`src/fcsm_pkg.sv`:
```
// fcsm_pkg: constants, types and carriers of the flash command host.
// assumes a 25 MHz sys_clk and an async parallel nor flash on the pins.
//
// Summary of operation
// - id mode left only by reset write
// - sector erase is six ordered writes
// - next sector load within 50 us window
// - wait 10 ms after resume past 1024
// - program is four writes then self-timed
`default_nettype none

package fcsm_pkg;
    // -------------------------------------------------------------
    // sizes and timing
    // -------------------------------------------------------------
    localparam int ADDR_W = 21; // flash word address
    localparam int DQ_W = 16; // flash data bus
    localparam int CLK_MHZ = 25; // sys_clk rate
    localparam int TMR_W = 18; // wide enough for the resume gap
    localparam logic [1:0] STB_CYC = 2'h1; // strobe low is this plus one
    localparam int WIN_US = 50; // sector load window
    localparam int WIN_CYC = WIN_US * CLK_MHZ; // longest, rounds down
    localparam int GAP_MS = 10; // spacing after many resumes
    localparam int GAP_CYC_DEF = GAP_MS * 1000 * CLK_MHZ;
    localparam logic [10:0] SUSP_LIM = 11'h400; // suspend/resume pairs
    // -------------------------------------------------------------
    // flash command codes
    // -------------------------------------------------------------
    localparam logic [DQ_W-1:0] CMD_ESETUP = 16'h0080;
    localparam logic [DQ_W-1:0] CMD_SERASE = 16'h0030;
    localparam logic [DQ_W-1:0] CMD_SUSP = 16'h00B0;
    localparam logic [DQ_W-1:0] CMD_RESUME = 16'h0030;
    localparam logic [DQ_W-1:0] CMD_RESET = 16'h00F0;
    localparam int POLL_BIT = 7; // polling status bit
    localparam int TOUT_BIT = 5; // timeout-exceeded status bit
    // -------------------------------------------------------------
    // software register indices
    // -------------------------------------------------------------
    localparam logic [2:0] REG_CMD = 3'h0;
    localparam logic [2:0] REG_ADDR = 3'h1;
    localparam logic [2:0] REG_DATA = 3'h2;
    localparam logic [2:0] REG_STAT = 3'h3;
    localparam logic [2:0] REG_RDATA = 3'h4;
    // -------------------------------------------------------------
    // types
    // -------------------------------------------------------------
    typedef enum logic [3:0] {OP_NONE, OP_RESET, OP_PROG, OP_ERASE, OP_ADD,
        OP_SUSP, OP_RESUME, OP_IDQ, OP_READ} fcsm_op_e;
    typedef enum logic [2:0] {S_IDLE, S_SEQ, S_SEQW, S_WIN, S_POLL, S_POLLW,
        S_FIN, S_FINW} fcsm_st_e;
    typedef enum logic [1:0] {BP_IDLE, BP_SET, BP_STB, BP_HOLD} fcsm_bph_e;
    // one flash bus cycle request
    typedef struct packed {
        logic wr;
        logic [ADDR_W-1:0] addr;
        logic [DQ_W-1:0] dq;
    } fcsm_req_s;
    // flash pin outputs
    typedef struct packed {
        logic [ADDR_W-1:0] addr;
        logic [DQ_W-1:0] dq;
        logic dq_oe;
        logic ce_n;
        logic we_n;
        logic oe_n;
    } fcsm_pin_s;
    // bus cycle engine state
    typedef struct packed {
        fcsm_bph_e ph;
        logic [1:0] cnt;
        logic wr;
        fcsm_pin_s pin;
        logic done;
        logic [DQ_W-1:0] rd;
    } fcsm_bus_s;
    localparam fcsm_bus_s BUS_RST = '{ph: BP_IDLE, cnt: 2'h0, wr: 1'b0,
        pin: '{addr: '0, dq: '0, dq_oe: 1'b0, ce_n: 1'b1, we_n: 1'b1,
        oe_n: 1'b1}, done: 1'b0, rd: '0};
endpackage : fcsm_pkg

`default_nettype wire

```
`src/fcsm_tmr.sv`:
```
// fcsm_tmr: down counter, busy while a loaded count runs out.
// assumes load is a one-cycle pulse from the command sequencer.
`default_nettype none

module fcsm_tmr
    import fcsm_pkg::*;
#(
    parameter int W = TMR_W
) (
    // clock and reset
    input wire logic sys_clk,
    input wire logic rstn,
    // control
    input wire logic load,
    input wire logic [W-1:0] val,
    // status
    output logic busy
);
    typedef struct packed {
        logic [W-1:0] cnt;
        logic busy;
    } fcsm_tmr_s;

    fcsm_tmr_s r, n; // registered state and its next value

    // count down, reload wins over the running count
    always_comb begin
        n = r;
        if (load) begin
            n.cnt = val;
        end else if (r.cnt != '0) begin
            n.cnt = r.cnt - 1'b1;
        end
        n.busy = (n.cnt != '0);
    end

    // state register
    always_ff @(posedge sys_clk or negedge rstn) begin
        if (!rstn) begin
            r <= '0;
        end else begin
            r <= n;
        end
    end

    assign busy = r.busy;
endmodule : fcsm_tmr

`default_nettype wire

```
`src/fcsm_bus.sv`:
```
// fcsm_bus: runs one read or write cycle on the flash pins.
// assumes requests come only while idle; done pulses once per cycle.
`default_nettype none

module fcsm_bus
    import fcsm_pkg::*;
(
    // clock and reset
    input wire logic sys_clk,
    input wire logic rstn,
    // request side
    input wire logic req,
    input wire fcsm_req_s rq,
    output logic done,
    output logic [DQ_W-1:0] rd,
    // flash pins
    output fcsm_pin_s pin,
    input wire logic [DQ_W-1:0] dq_i
);
    fcsm_bus_s r, n; // registered state and its next value

    // ce falls a cycle before we/oe, so address is settled on the
    // later falling edge and data stays until strobes rise together
    always_comb begin
        n = r;
        n.done = 1'b0;
        case (r.ph)
            BP_IDLE: begin
                if (req) begin
                    n.wr = rq.wr;
                    n.pin.addr = rq.addr;
                    n.pin.dq = rq.dq;
                    n.pin.dq_oe = rq.wr;
                    n.pin.ce_n = 1'b0;
                    n.ph = BP_SET;
                end
            end
            BP_SET: begin
                n.pin.we_n = !r.wr;
                n.pin.oe_n = r.wr;
                n.cnt = STB_CYC;
                n.ph = BP_STB;
            end
            BP_STB: begin
                if (r.cnt != 2'h0) begin
                    n.cnt = r.cnt - 2'h1;
                end else begin
                    // sample read data while oe is still low
                    if (!r.wr) begin
                        n.rd = dq_i;
                    end
                    n.pin.we_n = 1'b1;
                    n.pin.oe_n = 1'b1;
                    n.ph = BP_HOLD;
                end
            end
            BP_HOLD: begin
                n.pin.ce_n = 1'b1;
                n.pin.dq_oe = 1'b0;
                n.done = 1'b1;
                n.ph = BP_IDLE;
            end
            default: n = BUS_RST;
        endcase
    end

    // state register
    always_ff @(posedge sys_clk or negedge rstn) begin
        if (!rstn) begin
            r <= BUS_RST;
        end else begin
            r <= n;
        end
    end

    assign pin = r.pin;
    assign done = r.done;
    assign rd = r.rd;
endmodule : fcsm_bus

`default_nettype wire

```
`src/fcsm_host.sv`:
```
// fcsm_host: flash command host; turns software orders into flash
// command sequences and polls the flash status until done.
// assumes one flash on the pins and a single-cycle software port.
//
// Decided for this implementation: the address map and strobed register access.
`default_nettype none

module fcsm_host
    import fcsm_pkg::*;
#(
    parameter int GAP_CYC = GAP_CYC_DEF, // resume spacing in cycles
    parameter logic [ADDR_W-1:0] UNLK_A1 = 21'h000555, // unlock address 1
    parameter logic [ADDR_W-1:0] UNLK_A2 = 21'h0002AA, // unlock address 2
    parameter logic [DQ_W-1:0] UNLK_D1 = 16'h00AA, // unlock data 1
    parameter logic [DQ_W-1:0] UNLK_D2 = 16'h0055, // unlock data 2
    parameter logic [DQ_W-1:0] PGM_CODE = 16'h00A0, // program set-up
    parameter logic [DQ_W-1:0] IDQ_CODE = 16'h0090 // id query entry
) (
    // clock and reset
    input wire logic sys_clk,
    input wire logic rstn,
    // software port
    input wire logic [2:0] sw_addr,
    input wire logic [31:0] sw_wdata,
    input wire logic sw_wr,
    input wire logic sw_rd,
    output logic [31:0] sw_rdata,
    // flash pins
    output fcsm_pin_s fl_pin,
    input wire logic [DQ_W-1:0] fl_dq_i
);
    // -------------------------------------------------------------
    // state
    // -------------------------------------------------------------
    typedef struct packed {
        fcsm_st_e st; // sequencer state
        fcsm_op_e op; // operation in flight
        logic [2:0] step; // write cycle within the sequence
        logic [ADDR_W-1:0] tgt; // software target address
        logic [DQ_W-1:0] dat; // software program data
        logic [ADDR_W-1:0] ers; // sector under erase
        logic id_mode; // flash sits in id query mode
        logic susp; // erase is suspended
        logic pend_susp; // suspend asked during erase polling
        logic fail; // operation reported timeout twice
        logic done; // last order finished
        logic tout; // timeout bit seen once
        logic [10:0] pairs; // suspend/resume pairs so far
        logic req; // bus cycle request pulse
        fcsm_req_s rq; // bus cycle contents
        logic [DQ_W-1:0] last; // last valid read word
        logic [31:0] rdata; // software read data
        logic win_ld; // start sector load window
        logic gap_ld; // start resume spacing
        logic [10:0] win_age; // cycles spent in the load window
    } fcsm_top_s;

    fcsm_top_s r, n; // registered state and its next value
    logic bus_done; // bus cycle finished
    logic [DQ_W-1:0] bus_rd; // word read by the bus cycle
    logic win_busy; // sector load window still open
    logic gap_busy; // resume spacing still running
    fcsm_op_e cmd; // order written by software
    logic cmd_wr; // software writes the order register
    logic ok_idle; // order allowed from idle
    logic [ADDR_W-1:0] poll_a; // address to poll
    logic expect_b; // polling bit value that means done
    logic [5:0] stat; // status word

    // -------------------------------------------------------------
    // sequence table
    // -------------------------------------------------------------
    // index of the last write cycle of each operation
    function automatic logic [2:0] seq_last(input fcsm_op_e op);
        case (op)
            OP_PROG: seq_last = 3'h3;
            OP_ERASE: seq_last = 3'h5;
            OP_IDQ: seq_last = 3'h2;
            default: seq_last = 3'h0;
        endcase
    endfunction : seq_last

    // address and data of each write cycle
    function automatic fcsm_req_s seq_word(input fcsm_op_e op,
            input logic [2:0] st, input logic [ADDR_W-1:0] tgt,
            input logic [DQ_W-1:0] dat, input logic [ADDR_W-1:0] ers);
        fcsm_req_s w;
        w = '{wr: 1'b1, addr: UNLK_A1, dq: UNLK_D1};
        case (op)
            OP_RESET: w.dq = CMD_RESET;
            OP_ADD: w = '{wr: 1'b1, addr: tgt, dq: CMD_SERASE};
            OP_SUSP: w = '{wr: 1'b1, addr: ers, dq: CMD_SUSP};
            OP_RESUME: w = '{wr: 1'b1, addr: ers, dq: CMD_RESUME};
            default: begin
                // unlock, unlock, set-up, then erase repeats the unlocks
                case (st)
                    3'h1, 3'h4: w = '{wr: 1'b1, addr: UNLK_A2, dq: UNLK_D2};
                    3'h2: begin
                        w.dq = (op == OP_PROG) ? PGM_CODE :
                            (op == OP_IDQ) ? IDQ_CODE : CMD_ESETUP;
                    end
                    3'h3: begin
                        if (op == OP_PROG) begin
                            w = '{wr: 1'b1, addr: tgt, dq: dat};
                        end
                    end
                    3'h5: w = '{wr: 1'b1, addr: tgt, dq: CMD_SERASE};
                    default: w.dq = UNLK_D1;
                endcase
            end
        endcase
        seq_word = w;
    endfunction : seq_word

    // -------------------------------------------------------------
    // helpers
    // -------------------------------------------------------------
    fcsm_bus u_bus (
        .sys_clk(sys_clk),
        .rstn(rstn),
        .req(r.req),
        .rq(r.rq),
        .done(bus_done),
        .rd(bus_rd),
        .pin(fl_pin),
        .dq_i(fl_dq_i)
    );

    fcsm_tmr #(.W(TMR_W)) u_win (
        .sys_clk(sys_clk),
        .rstn(rstn),
        .load(r.win_ld),
        .val(TMR_W'(WIN_CYC)),
        .busy(win_busy)
    );

    fcsm_tmr #(.W(TMR_W)) u_gap (
        .sys_clk(sys_clk),
        .rstn(rstn),
        .load(r.gap_ld),
        .val(TMR_W'(GAP_CYC)),
        .busy(gap_busy)
    );

    // -------------------------------------------------------------
    // sequencer
    // -------------------------------------------------------------
    // decode, poll target and status
    always_comb begin
        cmd = fcsm_op_e'(sw_wdata[3:0]);
        cmd_wr = sw_wr && (sw_addr == REG_CMD);
        poll_a = (r.op == OP_PROG || r.op == OP_READ) ? r.tgt : r.ers;
        expect_b = (r.op == OP_PROG) ? r.dat[POLL_BIT] : 1'b1;
        stat = {r.done, r.id_mode, r.fail, r.susp, r.st == S_WIN,
            r.st != S_IDLE};
        case (cmd)
            OP_RESET, OP_IDQ, OP_READ: ok_idle = 1'b1;
            OP_PROG: ok_idle = !r.id_mode;
            OP_ERASE: ok_idle = !r.id_mode && !r.susp;
            OP_RESUME: ok_idle = r.susp && !gap_busy;
            default: ok_idle = 1'b0;
        endcase
    end

    // next state: software access, then the sequencer
    always_comb begin
        n = r;
        n.req = 1'b0;
        n.win_ld = 1'b0;
        n.gap_ld = 1'b0;
        n.rdata = '0;
        n.win_age = (r.st == S_WIN) ? r.win_age + 11'h001 : 11'h000;
        // target registers only move while no sequence uses them
        if (sw_wr && (r.st == S_IDLE || r.st == S_WIN)) begin
            if (sw_addr == REG_ADDR) begin
                n.tgt = sw_wdata[ADDR_W-1:0];
            end
            if (sw_addr == REG_DATA) begin
                n.dat = sw_wdata[DQ_W-1:0];
            end
        end
        // read data only in the cycle after the strobe
        if (sw_rd) begin
            case (sw_addr)
                REG_ADDR: n.rdata = 32'(r.tgt);
                REG_DATA: n.rdata = 32'(r.dat);
                REG_STAT: n.rdata = 32'(stat);
                REG_RDATA: n.rdata = 32'(r.last);
                default: n.rdata = '0;
            endcase
        end
        // suspend asked while erase polling waits for a cycle boundary
        if (cmd_wr && cmd == OP_SUSP && r.op == OP_ERASE && !gap_busy &&
                (r.st == S_POLL || r.st == S_POLLW)) begin
            n.pend_susp = 1'b1;
        end
        case (r.st)
            S_IDLE: begin
                if (cmd_wr && ok_idle) begin
                    n.op = cmd;
                    n.step = 3'h0;
                    n.done = 1'b0;
                    n.tout = 1'b0;
                    n.st = (cmd == OP_READ) ? S_FIN : S_SEQ;
                    if (cmd == OP_ERASE) begin
                        n.ers = r.tgt;
                    end
                end
            end
            S_SEQ: begin
                n.req = 1'b1;
                n.rq = seq_word(r.op, r.step, r.tgt, r.dat, r.ers);
                n.st = S_SEQW;
            end
            S_SEQW: begin
                if (bus_done) begin
                    if (r.step != seq_last(r.op)) begin
                        n.step = r.step + 3'h1;
                        n.st = S_SEQ;
                    end else begin
                        case (r.op)
                            OP_RESET: begin
                                n.id_mode = 1'b0;
                                n.fail = 1'b0;
                                n.done = 1'b1;
                                n.st = S_IDLE;
                            end
                            OP_IDQ: begin
                                n.id_mode = 1'b1;
                                n.done = 1'b1;
                                n.st = S_IDLE;
                            end
                            OP_ERASE, OP_ADD: begin
                                n.win_ld = 1'b1;
                                n.st = S_WIN;
                            end
                            OP_RESUME: begin
                                n.op = OP_ERASE;
                                n.susp = 1'b0;
                                if (r.pairs != SUSP_LIM) begin
                                    n.pairs = r.pairs + 11'h001;
                                end
                                // spacing once the pair count is used up
                                n.gap_ld = (n.pairs == SUSP_LIM);
                                n.st = S_POLL;
                            end
                            default: n.st = S_POLL; // program, suspend
                        endcase
                    end
                end
            end
            S_WIN: begin
                // only more sectors, suspend or reset go in here
                if (cmd_wr && (cmd == OP_ADD || cmd == OP_SUSP ||
                        cmd == OP_RESET)) begin
                    n.op = cmd;
                    n.step = 3'h0;
                    n.st = S_SEQ;
                end else if (!win_busy && !r.win_ld) begin
                    n.op = OP_ERASE;
                    n.st = S_POLL;
                end
            end
            S_POLL: begin
                n.req = 1'b1;
                n.rq = '{wr: 1'b0, addr: poll_a, dq: '0};
                n.st = S_POLLW;
            end
            S_POLLW: begin
                if (bus_done) begin
                    if (bus_rd[POLL_BIT] == expect_b) begin
                        n.st = S_FIN;
                    end else if (r.pend_susp) begin
                        n.pend_susp = 1'b0;
                        n.op = OP_SUSP;
                        n.step = 3'h0;
                        n.st = S_SEQ;
                    end else if (bus_rd[TOUT_BIT] && r.tout) begin
                        n.fail = 1'b1; // still not done after timeout
                        n.done = 1'b1;
                        n.st = S_IDLE;
                    end else begin
                        n.tout = r.tout | bus_rd[TOUT_BIT];
                        n.st = S_POLL;
                    end
                end
            end
            S_FIN: begin
                // one more read: other data bits may lag the polling bit
                n.req = 1'b1;
                n.rq = '{wr: 1'b0, addr: poll_a, dq: '0};
                n.st = S_FINW;
            end
            S_FINW: begin
                if (bus_done) begin
                    n.last = bus_rd;
                    n.done = 1'b1;
                    n.pend_susp = 1'b0;
                    if (r.op == OP_SUSP) begin
                        n.susp = 1'b1;
                    end
                    n.st = S_IDLE;
                end
            end
            default: n.st = S_IDLE;
        endcase
    end

    // state register
    always_ff @(posedge sys_clk or negedge rstn) begin
        if (!rstn) begin
            r <= '0;
        end else begin
            r <= n;
        end
    end

    assign sw_rdata = r.rdata;
endmodule : fcsm_host

`default_nettype wire

```
`config.mk`:
```
export PLATFORM = sky130hd
export DESIGN_NAME = fcsm_host
export DESIGN_NICKNAME = d
export VERILOG_FILES = /design/src/fcsm_pkg.sv /design/src/fcsm_tmr.sv /design/src/fcsm_bus.sv /design/src/fcsm_host.sv
export SDC_FILE = /design/constraint.sdc
export NUM_CORES = 1
export LEC_CHECK = 0
export BUFFER_PORTS_ARGS = -buffer_cell sky130_fd_sc_hd__buf_4
export CAP_MARGIN = 30
export CORE_MARGIN = 2
export CORE_UTILIZATION = 35
export DETAILED_ROUTE_END_ITERATION = 8
export PLACE_DENSITY_LB_ADDON = 0.08
export SYNTH_ARGS = -nofsm -noshare
export SYNTH_HDL_FRONTEND = slang
export SYNTH_SLANG_ARGS = --single-unit
```
`constraint.sdc`:
```
create_clock -name sys_clk -period 3 [get_ports sys_clk]
set_input_delay 0.45 -clock sys_clk [delete_from_list [all_inputs] [get_ports sys_clk]]
set_output_delay 0.45 -clock sys_clk [all_outputs]
set_load 0.005 [all_outputs]
```
* After elaboration in Yosys (flattened, before gate mapping) *
Index checks and enable logic that the tools add are counted.

storage, ports and cells
  register bits = 275
  bits of input ports = 55
  logic and storage cells = 254
  output and inout port bits = 73

operators by class
  eq/ne operators = 59
  reduce and logical (&&, ||, !) cells = 67
  add/subtract/negate cells = 5
  bitwise gates (word level) = 4
  mux-type cells = 83

operators by type and width
  kind                   number
  $pmux 21 s3            2
  $pmux 21 s4            1
  $pmux 39 s2            1
  $mux 18                4
  $reduce_bool 18->1     4
  $pmux 16 s4            1
  $mux 11                5
  $pmux 16 s3            1
  $mux 21                2
  $mux 37                1
  $sub 18x1->18 const B  2
  $mux 3                 11
  $eq 4x3->1 const B     8
  $mux 10                3
  $mux 7                 4
  $pmux 7 s4             1
  $mux 2                 12
  $pmux 3 s8             1
  $eq 3x3->1 const B     7
  $ne 2x2->1 const B     10
  $eq 3x2->1 const B     6
  $ne 2x1->1 const B     9
  $eq 4x2->1 const B     4
  $mux 4                 4
  42 further kinds       114

* Depth between registers and ports, before layout *
Gate-level depths: netlist (run 1).

  word-level depth = 13
  gate-level depth with buffers = 9
  mapped depth without buffers = 8

* Cells and area by module *
A second synthesis (run 1) with hierarchy kept.

second synthesis, totals
  cell total of the unflattened synthesis = 1288
  area total of the unflattened synthesis = 13853.3 um^2

by module, submodules not included
  module            cells each  area each (um^2)  seq. area each (um^2)  instances
  fcsm_host         793         8360.5            4078.9                 1
  fcsm_bus          219         3085.5            1580.3                 1
  fcsm_tmr (u_win)  142         1219.9            475.5                  1
  fcsm_tmr (u_gap)  134         1187.4            475.5                  1

* Worst setup path before layout (run 1) *
OpenSTA, ideal clock, no wires.

  path kind = reg2reg
  start point = reg u_win.r[1] in the netlist's numbering
  end point = reg u_win.r (netlist bit u_win.busy)
  arrival time = 2.420 ns
  cell stages (with the launch flop) = 10
  setup time = 0.139 ns
  path buffers = 1
  path slack = 0.441 ns
  cell sequence = dfrtp_1 > inv_1 > ha_1 > or4b_4 > or4_4 > buf_6 > nor4_4 > xnor2_1 > o2111a_1 > nand4_1

RTL lines
  item                    RTL line        RTL
  from (decl)             fcsm_tmr.sv:24  fcsm_tmr_s r, n;
  from (signal assigned)  fcsm_tmr.sv:42  r <= n;

==> results of run 1 <==
placed cells by master, fill, tap and decap left out, types with 16 or more instances in the layout:
cell type and instances:
sky130_fd_sc_hd__o21ai_0 45, sky130_fd_sc_hd__ha_1 16, sky130_fd_sc_hd__dfrtp_1 261, sky130_fd_sc_hd__buf_4 142
sky130_fd_sc_hd__a22oi_1 24, sky130_fd_sc_hd__clkbuf_16 31, sky130_fd_sc_hd__inv_1 32, sky130_fd_sc_hd__nor2_1 91
sky130_fd_sc_hd__nand2_1 89, sky130_fd_sc_hd__a21oi_1 69, sky130_fd_sc_hd__nor3_1 31, sky130_fd_sc_hd__mux2_2 155
metal layers:
layer  GRT usage (%)  share of wire [%]  vias up
li1                -                  -     4631
met1           24.03                 45     4864
met2           29.69                 48      173
met3           2.890                4.0       53
met4           4.938                2.7        0
met5               0                  0        -
sequential cells by signal, summed over array words and instances (netlist names):
signal      count
r             142
u_bus.pin      41
sw_rdata       21
u_gap.r        18
u_win.r        18
u_bus.rd       16
u_bus.r         5
u_bus.done      1
u_gap.busy      1
u_win.busy      1
power breakdown:
group | leakage [nW] | switching [mW] | internal [mW]
clock network | 0.506 | 1.55 | 2.28
logic | 3.24 | 2.45 | 2.14
registers | 3.43 | 1.03 | 4.64
how the worst max path moves through the flow:
stage / end / slack, ns / cells past startpoint
final: u_win.busy / 0.18 / 8
after global routing: u_win.busy / 0.10 / 8
after CTS: u_win.busy / 0.16 / 8
after detailed placement: u_win.busy / 0.18 / 8
after global placement: u_win.busy / 0.18 / 8
after floorplan: u_win.busy / 0.44 / 9
metrics by stage:
step | hold WS [ns] | setup WS [ns] | instances
after detailed placement | 0.4257 | 0.1801 | 1797
final | 0.1061 | 0.1841 | 1856
after global routing | 0.07710 | 0.1024 | 1856
after CTS | 0.07507 | 0.1646 | 1856
after floorplan | 0.1544 | 0.4411 | 1272
after global placement | 0.4301 | 0.1816 | 1796
kinds of logic (layout without fill, tap and decap cells):
logic type | count (synthesis) | count (layout) | share of synthesized area (%)
and+or+nand+nor | 362 | 362 | 13.99
DFF | 264 | 264 | 49.12
AOI/OAI and AO/OA | 263 | 263 | 13.30
buffers and inverters | 166 | 239 | 6.750
muxes | 162 | 162 | 13.50
xor gates and xnor gates | 28 | 28 | 1.822
adders and majority gates | 16 | 16 | 1.488
other | 1 | 11 | 0.02786
layout make-up:
cell class              count  area [µm²]
flip-flops and latches    264        6610
clock inverters             9       118.9
repair buffers            149        1199
clock buffers              49       923.4
multi-input cells         842        5984
well taps                 511       639.4
inverters                  32       120.1
fillers                  3669       22160
==> metrics.txt, run 1 <==
starting density of the core 35.65%; layout overhead on the synthesized area 15.88%; synthesized cell area 0.01346 mm²; Top Family by Delay on Critical Path simple AND/OR/NAND/NOR gates; half-perimeter wire length after detailed placement 24.65 mm; origin of the worst min-delay path fl_dq_i[13]; number of register bits inferred by synthesis 264; routability-driven placement congestion ratio 0.8880; die area 0.04004 mm²; IR Drop Worst-Case VDD 0.5867 mV; die width 200.1 µm; Via-to-Cell Ratio 5.238; Final Power 14.09 mW; diodes inserted 0; clock network latency to the later pin of the worst-skew pair 0.57 ns; final hold viol count 0; via count of the first global-routing pass 9675; total clock sinks 264; critical-path maximum fanout 7; commonest cells in the synthesized netlist sky130_fd_sc_hd__dfrtp_1 (261), sky130_fd_sc_hd__mux2_2 (155), sky130_fd_sc_hd__nor2_1 (91); leakage 7.173 nW; Tightest Hold Check Type primary input to flop; clock tree from TritonCTS yes; 1st-iter DRT viols 508; drc violations 0; crit path max-delay cell type sky130_fd_sc_hd__or4_4; outcome complete, no violations; Power Dens Cells 903.4 mW/mm²; primary flip-flop cell chosen by synthesis mapping sky130_fd_sc_hd__dfrtp_1; number of antenna violations at the first check in global routing 0; final worst clock skew 0.01485 ns; number of max-cap violations 0; area share of the leading cell type in the synthesized netlist 48.53%; Setup Crit Path Kind flop to flop; root buffer cell sky130_fd_sc_hd__clkbuf_16; global-route usage over all layers 17.82%; post-synthesis cell type with the largest combined area sky130_fd_sc_hd__dfrtp_1; mean instance size in the synthesized netlist 10.66 µm²; Layout Cell Area excl Fill 0.01560 mm²; count of buffer and inverter cells on the critical path 1; wire length of the first global-routing pass 55.90 mm; Largest stage delay, worst path 0.60 ns; largest net degree at the start of global routing 61; aggregate negative setup slack 0 ns; share of synthesized area occupied by flip-flops and latches 49.12%; final worst path period need 2.816 ns; htree depth 1; placeable core area 0.03776 mm²; layout cell share with drive strength beyond 1 28.03%; number of buffers inserted by port buffering 105; clock slew at the register clock pins of the worst setup and hold paths 0.06 ns; I/O pin cnt 128; quantity of hold-fixing buffers added after cts 1; unrepaired setup endpoints after global routing no; number of buffers on the longest clock path 3; final wirelength 35.18 mm; startpoint type of the worst setup path flop; Cell Rows 71; share of the cycle needed by the critical path after routing 93.86%; Warnings, synthesis 0; detail-routed net length per standard cell 18.95 µm; total setup buffers inserted after CTS 0; length of the first detailed-routing pass in iterations 4; Cell Chain, Critical Path inv_1, ha_1, or4b_4, or4_4, nor4_1, a31oi_1, nor4b_1, nand4_1; most used standard cell by instance count after synthesis sky130_fd_sc_hd__dfrtp_1; worst endpoint required time 3.43 ns; Die Y 200.1 µm; maximum clock frequency 355.1 MHz; category of the worst setup path capture point flop; gate count after technology mapping 1262; ANT nets after route 0; instance area after placement 0.01454 mm²; leading cell types by total area after synthesis sky130_fd_sc_hd__dfrtp_1 (49%), sky130_fd_sc_hd__mux2_2 (13%), sky130_fd_sc_hd__buf_4 (4.1%); unique cell type count in the Yosys netlist 78; crit path launch u_win.r[1]; r2r setup slk 0.18 ns; cell count of the worst hold path 2; final standard cell utilization of the core 41.31%; reg-to-reg critical path endpoint u_win.busy; count of final max-slew check failures 0; Total Nets Final 1391; total vias in the final route 9721; Endpoint, Worst Hold u_bus.rd[13]; final setup violating endpoints 0; Crit path arrival time 3.24 ns; worst slew margin relative to its limit 38.84%; post_cts resized 0; FF-to-FF Start u_win.r[1]; async set-or-reset flop fraction in the synthesized netlist 100.0%; count of cells along the worst register-to-register path 8; number of clock buffers inserted by TritonCTS 31; number of flops mapped to enable cells by yosys 0; overflow left after global routing 0; actual slew at the worst max-slew pin 0.9152 ns
No activity file was read; power rests on OpenSTA's default activity.
==> inputs of run 2 (changes only) <==
ABC_AREA = 1   (was default)
CTS_CLUSTER_DIAMETER = 100   (was default)
SLEW_MARGIN = 20   (was default)
==> metrics.txt, run 2 <==
IR Drop Worst-Case VDD 0.4287 mV (was 0.5867 mV); DP Worst Slack 0.7305 ns (was 0.1801 ns); Total Nets Final 1861 (was 1391); primary flip-flop cell chosen by synthesis mapping sky130_fd_sc_hd__dfrtp_1 (unchanged); mean instance size in the synthesized netlist 7.838 µm² (was 10.66 µm²); async set-or-reset flop fraction in the synthesized netlist 100.0% (unchanged); diodes inserted 0 (unchanged); routability-driven placement congestion ratio 0.8649 (was 0.8880); Setup Crit Path Kind flop to flop (unchanged); aggregate negative setup slack 0 ns (unchanged); final worst clock skew 0.01657 ns (was 0.01485 ns); number of buffers on the longest clock path 3 (unchanged); worst slew margin relative to its limit 45.90% (was 38.84%); critical-path maximum fanout 17 (was 7); final hold viol count 0 (unchanged); gate count after technology mapping 1747 (was 1262); post_cts resized 0 (unchanged); number of clock buffers inserted by TritonCTS 31 (unchanged); most used standard cell by instance count after synthesis sky130_fd_sc_hd__nand2_1 (was sky130_fd_sc_hd__dfrtp_1); min setup slack post-route 0.7305 ns (was 0.1841 ns); actual slew at the worst max-slew pin 0.8105 ns (was 0.9152 ns); final setup violating endpoints 0 (unchanged); Final Power 14.75 mW (was 14.09 mW); Tightest Hold Check Type primary input to flop (unchanged); share of the cycle needed by the critical path after routing 75.65% (was 93.86%); Layout Cell Area excl Fill 0.01552 mm² (was 0.01560 mm²); largest net degree at the start of global routing 76 (was 61); root buffer cell sky130_fd_sc_hd__clkbuf_16 (unchanged); clock slew at the register clock pins of the worst setup and hold paths 0.06 ns (about the same); wire length of the first global-routing pass 57.47 mm (was 55.90 mm); die area 0.04072 mm² (was 0.04004 mm²); unique cell type count in the Yosys netlist 47 (was 78); count of final max-slew check failures 0 (unchanged); leading cell types by total area after synthesis sky130_fd_sc_hd__dfrtp_1 (48%), sky130_fd_sc_hd__nand2_1 (13%), sky130_fd_sc_hd__inv_1 (6.2%) (was sky130_fd_sc_hd__dfrtp_1 (49%), sky130_fd_sc_hd__mux2_2 (13%), sky130_fd_sc_hd__buf_4 (4.1%)); final worst path period need 2.270 ns (was 2.816 ns); routed wire length on met2 14.24 mm (was 16.94 mm); length of the first detailed-routing pass in iterations 5 (was 4); Via-to-Cell Ratio 4.664 (was 5.238); I/O pin cnt 128 (unchanged); htree depth 1 (unchanged); layout cell share with drive strength beyond 1 12.56% (was 28.03%); worst endpoint required time 3.46 ns (was 3.43 ns); leakage 7.967 nW (was 7.173 nW); startpoint type of the worst setup path flop (unchanged); most common cell after layout, fill and taps aside sky130_fd_sc_hd__nand2_1 (was sky130_fd_sc_hd__dfrtp_1); instance area after placement 0.01458 mm² (was 0.01454 mm²); via count of the first global-routing pass 10560 (was 9675); overflow left after global routing 0 (unchanged); area share of the leading cell type in the synthesized netlist 47.70% (was 48.53%); starting density of the core 35.43% (was 35.65%); outcome complete, no violations (unchanged); number of register bits inferred by synthesis 264 (unchanged); die width 201.8 µm (was 200.1 µm); unrepaired setup endpoints after global routing no (unchanged); detail-routed net length per standard cell 15.10 µm (was 18.95 µm); clock tree from TritonCTS yes (unchanged); Warnings, synthesis 0 (unchanged); total clock sinks 264 (unchanged); total vias in the final route 10850 (was 9721); post-synthesis cell type with the largest combined area sky130_fd_sc_hd__dfrtp_1 (unchanged); commonest cells in the synthesized netlist sky130_fd_sc_hd__nand2_1 (466), sky130_fd_sc_hd__dfrtp_1 (261), sky130_fd_sc_hd__inv_1 (227) (was sky130_fd_sc_hd__dfrtp_1 (261), sky130_fd_sc_hd__mux2_2 (155), sky130_fd_sc_hd__nor2_1 (91)); number of flip-flops in the largest register 142 (unchanged); 1st-iter DRT viols 650 (was 508); number of flops mapped to enable cells by yosys 0 (unchanged); number of max-cap violations 0 (unchanged); Cell Rows 72 (was 71); Crit path arrival time 2.73 ns (was 3.24 ns); drc violations 0 (unchanged); layout overhead on the synthesized area 13.36% (was 15.88%); Met1 Wirelength 18.60 mm (was 15.89 mm); highest-count cells in the layout ignoring fill and taps sky130_fd_sc_hd__nand2_1 (465), sky130_fd_sc_hd__dfrtp_1 (261), sky130_fd_sc_hd__inv_1 (227), sky130_fd_sc_hd__o21ai_0 (166), sky130_fd_sc_hd__nor2_1 (152) (was sky130_fd_sc_hd__dfrtp_1 (261), sky130_fd_sc_hd__mux2_2 (155), sky130_fd_sc_hd__buf_4 (142), sky130_fd_sc_hd__nor2_1 (91), sky130_fd_sc_hd__nand2_1 (89)); clock network latency to the later pin of the worst-skew pair 0.59 ns (was 0.57 ns); number of antenna violations at the first check in global routing 0 (unchanged); number of buffers inserted by port buffering 105 (unchanged); final wirelength 35.13 mm (was 35.18 mm); synthesized cell area 0.01369 mm² (was 0.01346 mm²); Die Y 201.8 µm (was 200.1 µm); share of synthesized area occupied by flip-flops and latches 48.27% (was 49.12%); register ranked first by flip-flop count r (unchanged); Power Dens Cells 950.4 mW/mm² (was 903.4 mW/mm²); global-route usage over all layers 17.40% (was 17.82%); placeable core area 0.03865 mm² (was 0.03776 mm²); top layer reached by signal wires met4 (unchanged); hold slack final 0.1077 ns (was 0.1061 ns); category of the worst setup path capture point flop (unchanged); half-perimeter wire length after detailed placement 25.45 mm (was 24.65 mm); met3 wire length 1.761 mm (was 1.402 mm); maximum clock frequency 440.6 MHz (was 355.1 MHz); ANT nets after route 0 (unchanged)
[run 2: cell count changes in the layout (fill, tap and decap cells not counted), sizes merged, moves of 17 or more]
| cell | delta |
|---|---|
| nor2 | +73 |
| mux2 | -156 |
| nor3 | -17 |
| nand3 | +79 |
| inv | +207 |
| o21ai | +148 |
| o211ai | +26 |
| a22oi | -23 |
| buf | -26 |
| nand2 | +388 |
[run 2: power by group]
part | switching (mW) | total, mW | leakage [nW] | internal, mW
registers | 0.942 | 5.69 | 3.42 | 4.75
logic | 3.66 | 5.57 | 4.08 | 1.91
clock network | 1.49 | 3.50 | 0.466 | 2.01
[run 2: final timing paths]
| check | cells after the start | start | endpoint | slack [ns] |
|---|---|---|---|---|
| setup / recovery | 11 | u_win.r[1] | u_win.busy | 0.73 |
| hold / removal | 3 | fl_dq_i[2] | u_bus.rd[2] | 0.11 |
| setup reg to reg | 11 | u_win.r[1] | u_win.busy | 0.73 |
| hold reg to reg | 2 | u_bus.pin[2] | u_bus.pin[2] | 0.48 |
| max in group asynchronous | 3 | rstn | r[181] | 1.75 |
| min in group asynchronous | 2 | rstn | r[104] | 0.41 |
[run 2: cells by family (layout without fill, tap and decap cells)]
| logic type | Yosys count | after routing | share of synthesized area, % |
|---|---|---|---|
| simple gates | 776 | 776 | 23.99 |
| buf+inv | 363 | 414 | 12.20 |
| compound gates | 310 | 310 | 12.82 |
| flops | 264 | 264 | 48.27 |
| xor+xnor | 17 | 17 | 1.224 |
| fa+ha+maj | 16 | 16 | 1.462 |
| other cells | 1 | 11 | 0.02739 |
[run 2: worst max-delay path, stage by stage, from the launching register on]
cell	delay, ns
sky130_fd_sc_hd__dfrtp_1	0.37
sky130_fd_sc_hd__inv_1	0.09
sky130_fd_sc_hd__ha_1	0.24
sky130_fd_sc_hd__nand2_1	0.18
sky130_fd_sc_hd__nor2_2	0.23
sky130_fd_sc_hd__nand3_2	0.34
sky130_fd_sc_hd__nand2_1	0.17
sky130_fd_sc_hd__nand2_1	0.08
sky130_fd_sc_hd__nor2_1	0.12
sky130_fd_sc_hd__nand3_1	0.11
sky130_fd_sc_hd__nor2_1	0.12
sky130_fd_sc_hd__nand3_1	0.09
[run 2: repair_timing]
item	4_1_cts	5_1_grt
setup endpoints to repair	0	0
buffers inserted	0	0
hold buffers	1	0
hold endpoints to repair	69	0
[run 2: cell type report]
cell class                 count  area (µm²)
sequential                   264        6610
timing repair buffer         123       970.9
fill                        4014       23120
inverter                     240       905.9
clock inverter                 8       61.31
tap                          518       648.1
multi-input combinational   1130        5455
clock buffer                  43       870.8
[run 2: layer usage]
metal / GRT usage [%] / vias up
met3: 2.870 / 33
met1: 27.14 / 5013
li1: - / 5561
met2: 25.00 / 241
met5: 0 / -
met4: 3.939 / 0
[run 2: stage by stage]
stage          utilization [%]  instances
2_1_floorplan                -       1757
3_3_place_gp             37.73       2274
3_5_place_dp             37.73       2274
4_1_cts                  40.16       2326
5_1_grt                  40.16       2326
6_report                 40.16       2326
==> inputs of run 3 (changes only) <==
clock period = 1.9 ns   (was 3 ns; I/O delays follow)
==> metrics.txt, run 3 (same netlist as run 2, synthesis figures left out) <==
largest net degree at the start of global routing 56 (was 76); hold slack final 0.03856 ns (was 0.1077 ns); IR Drop Worst-Case VDD 0.7823 mV (was 0.4287 mV); final setup violating endpoints 0 (unchanged); Die Y 201.8 µm (unchanged); Power Dens Cells 1501 mW/mm² (was 950.4 mW/mm²); layout overhead on the synthesized area 25.28% (was 13.36%); reg-to-reg critical path endpoint r[94] (was u_win.busy); r2r setup slk 0.12 ns (was 0.73 ns); number of antenna violations at the first check in global routing 0 (unchanged); share of the cycle needed by the critical path after routing 93.91% (was 75.65%); final hold viol count 0 (unchanged); detail-routed net length per standard cell 14.87 µm (was 15.10 µm); Crit path arrival time 2.24 ns (was 2.73 ns); 1st-iter DRT viols 665 (was 650); Cell Rows 72 (unchanged); final worst clock skew 0.01601 ns (was 0.01657 ns); final worst path period need 1.784 ns (was 2.270 ns); drc violations 0 (unchanged); placeable core area 0.03865 mm² (unchanged); clock tree from TritonCTS yes (unchanged); routability-driven placement congestion ratio 0.8405 (was 0.8649); leakage 8.771 nW (was 7.967 nW); Setup Crit Path Kind flop to flop (unchanged); Endpoint, Worst Hold r[144] (was u_bus.rd[2]); htree depth 1 (unchanged); outcome complete, no violations (unchanged); clock slew at the register clock pins of the worst setup and hold paths 0.06 ns (about the same); startpoint type of the worst setup path flop (unchanged); Total Nets Final 2006 (was 1861); I/O pin cnt 128 (unchanged); wire length of the first global-routing pass 59.56 mm (was 57.47 mm); diodes inserted 0 (unchanged); register ranked first by flip-flop count r (unchanged); maximum clock frequency 560.4 MHz (was 440.6 MHz); final wirelength 36.84 mm (was 35.13 mm); origin of the worst min-delay path sw_wdata[6] (was fl_dq_i[2]); number of buffers on the longest clock path 3 (unchanged); unrepaired setup endpoints after global routing yes (was no); number of buffers inserted by port buffering 105 (unchanged); Tightest Hold Check Type primary input to flop (unchanged); critical-path maximum fanout 6 (was 17); length of the first detailed-routing pass in iterations 5 (unchanged); FF-to-FF Start r[176] (was u_win.r[1]); global-route usage over all layers 18.11% (was 17.40%); total vias in the final route 11480 (was 10850); half-perimeter wire length after detailed placement 27.17 mm (was 25.45 mm); layout cell share with drive strength beyond 1 20.42% (was 12.56%); total clock sinks 264 (unchanged); count of cells along the worst register-to-register path 10 (was 11); root buffer cell sky130_fd_sc_hd__clkbuf_16 (unchanged); cell count of the worst hold path 3 (unchanged); number of clock buffers inserted by TritonCTS 30 (was 31); worst endpoint required time 2.36 ns (was 3.46 ns); clock network latency to the later pin of the worst-skew pair 0.59 ns (about the same); count of final max-slew check failures 0 (unchanged); starting density of the core 35.43% (unchanged); highest-count cells in the layout ignoring fill and taps sky130_fd_sc_hd__nand2_1 (458), sky130_fd_sc_hd__dfrtp_1 (254), sky130_fd_sc_hd__inv_1 (222), sky130_fd_sc_hd__buf_4 (217), sky130_fd_sc_hd__o21ai_0 (159) (was sky130_fd_sc_hd__nand2_1 (465), sky130_fd_sc_hd__dfrtp_1 (261), sky130_fd_sc_hd__inv_1 (227), sky130_fd_sc_hd__o21ai_0 (166), sky130_fd_sc_hd__nor2_1 (152)); ANT nets after route 0 (unchanged); number of flip-flops in the largest register 142 (unchanged); Via-to-Cell Ratio 4.633 (was 4.664); most common cell after layout, fill and taps aside sky130_fd_sc_hd__nand2_1 (unchanged); number of max-cap violations 0 (unchanged); overflow left after global routing 0 (unchanged); final standard cell utilization of the core 44.39% (was 40.16%); die width 201.8 µm (unchanged); via count of the first global-routing pass 11030 (was 10560); die area 0.04072 mm² (unchanged); category of the worst setup path capture point flop (unchanged)
[run 3: cell count changes in the layout (fill, tap and decap cells not counted), sizes merged]
cell,change
clkinv,+2
bufinv,+3
inv,-2
dlygate4sd3,+33
nand2,+1
clkinvlp,+2
buf,+112
[run 3: routing by layer]
metal,share of wire (%),GRT usage (%),wire length [µm]
met1,52,28.36,19290
met2,42,26.25,15340
met3,4.3,2.338,1589
met4,1.7,4.412,626
met5,0,0,0
[run 3: power breakdown]
group | switching, mW | total, mW | internal (mW)
combinational | 6.44 | 10.8 | 4.32
sequential | 1.42 | 8.92 | 7.51
clock | 2.41 | 6.07 | 3.66
total | 10.3 | 25.8 | 15.5
[run 3: through the flow]
| step | total power, mW | setup TNS, ns | std cells | setup WS, ns | area, µm² |
|---|---|---|---|---|---|
| 6_report | 25.76 | 0 | 2477 | 0.1157 | 17160 |
| 5_1_grt | 27.93 | -0.03293 | 2477 | -0.01642 | 17160 |
| 4_1_cts | 25.38 | 0 | 2468 | 0.008847 | 16880 |
| 3_5_place_dp | 19.07 | -0.06782 | 2378 | -0.01528 | 15460 |
| 2_1_floorplan | 15.28 | 0 | 1757 | 0.1099 | 13730 |
| 3_3_place_gp | 18.96 | -0.1048 | 2378 | -0.02904 | 15460 |
[run 3: cell type report]
cell class	count	area [µm²]
clock buffers	43	889.6
clock inverters	13	170.2
fillers	3916	21490
inverters	240	905.9
multi-input cells	1131	5653
flip-flops and latches	264	6619
well taps	518	648.1
repair buffers	268	2270
[run 3: critical path: stages, from the launching register on]
cell and delay [ns]:
sky130_fd_sc_hd__dfrtp_1 0.41, sky130_fd_sc_hd__ha_2 0.18, sky130_fd_sc_hd__ha_2 0.18, sky130_fd_sc_hd__buf_4 0.16
sky130_fd_sc_hd__nand2_2 0.08, sky130_fd_sc_hd__nand2_2 0.08, sky130_fd_sc_hd__a21oi_4 0.20, sky130_fd_sc_hd__buf_6 0.15
sky130_fd_sc_hd__o21ai_0 0.08, sky130_fd_sc_hd__nand2_1 0.07, sky130_fd_sc_hd__o211ai_1 0.07
[run 3: repair_timing]
action	4_1_cts	5_1_grt
hold buffers	34	0
setup buffers	0	7
endpoints found under the hold margin	308	0
resized for setup	4	74
pin swaps	0	18
setup endpoints to repair	12	44
gates cloned	0	2
[run 3: worst max path at each step]
stage,start,cells after the start,slack (ns),to
final,r[176],10,0.12,r[94]
after global routing,u_gap.r[2],14,-0.02,u_gap.busy
after CTS,r[176],11,0.009,r[97]
after detailed placement,r[176],9,-0.02,r[81]
after global placement,r[176],9,-0.03,r[79]
after floorplan,u_gap.r[1],12,0.11,u_gap.busy
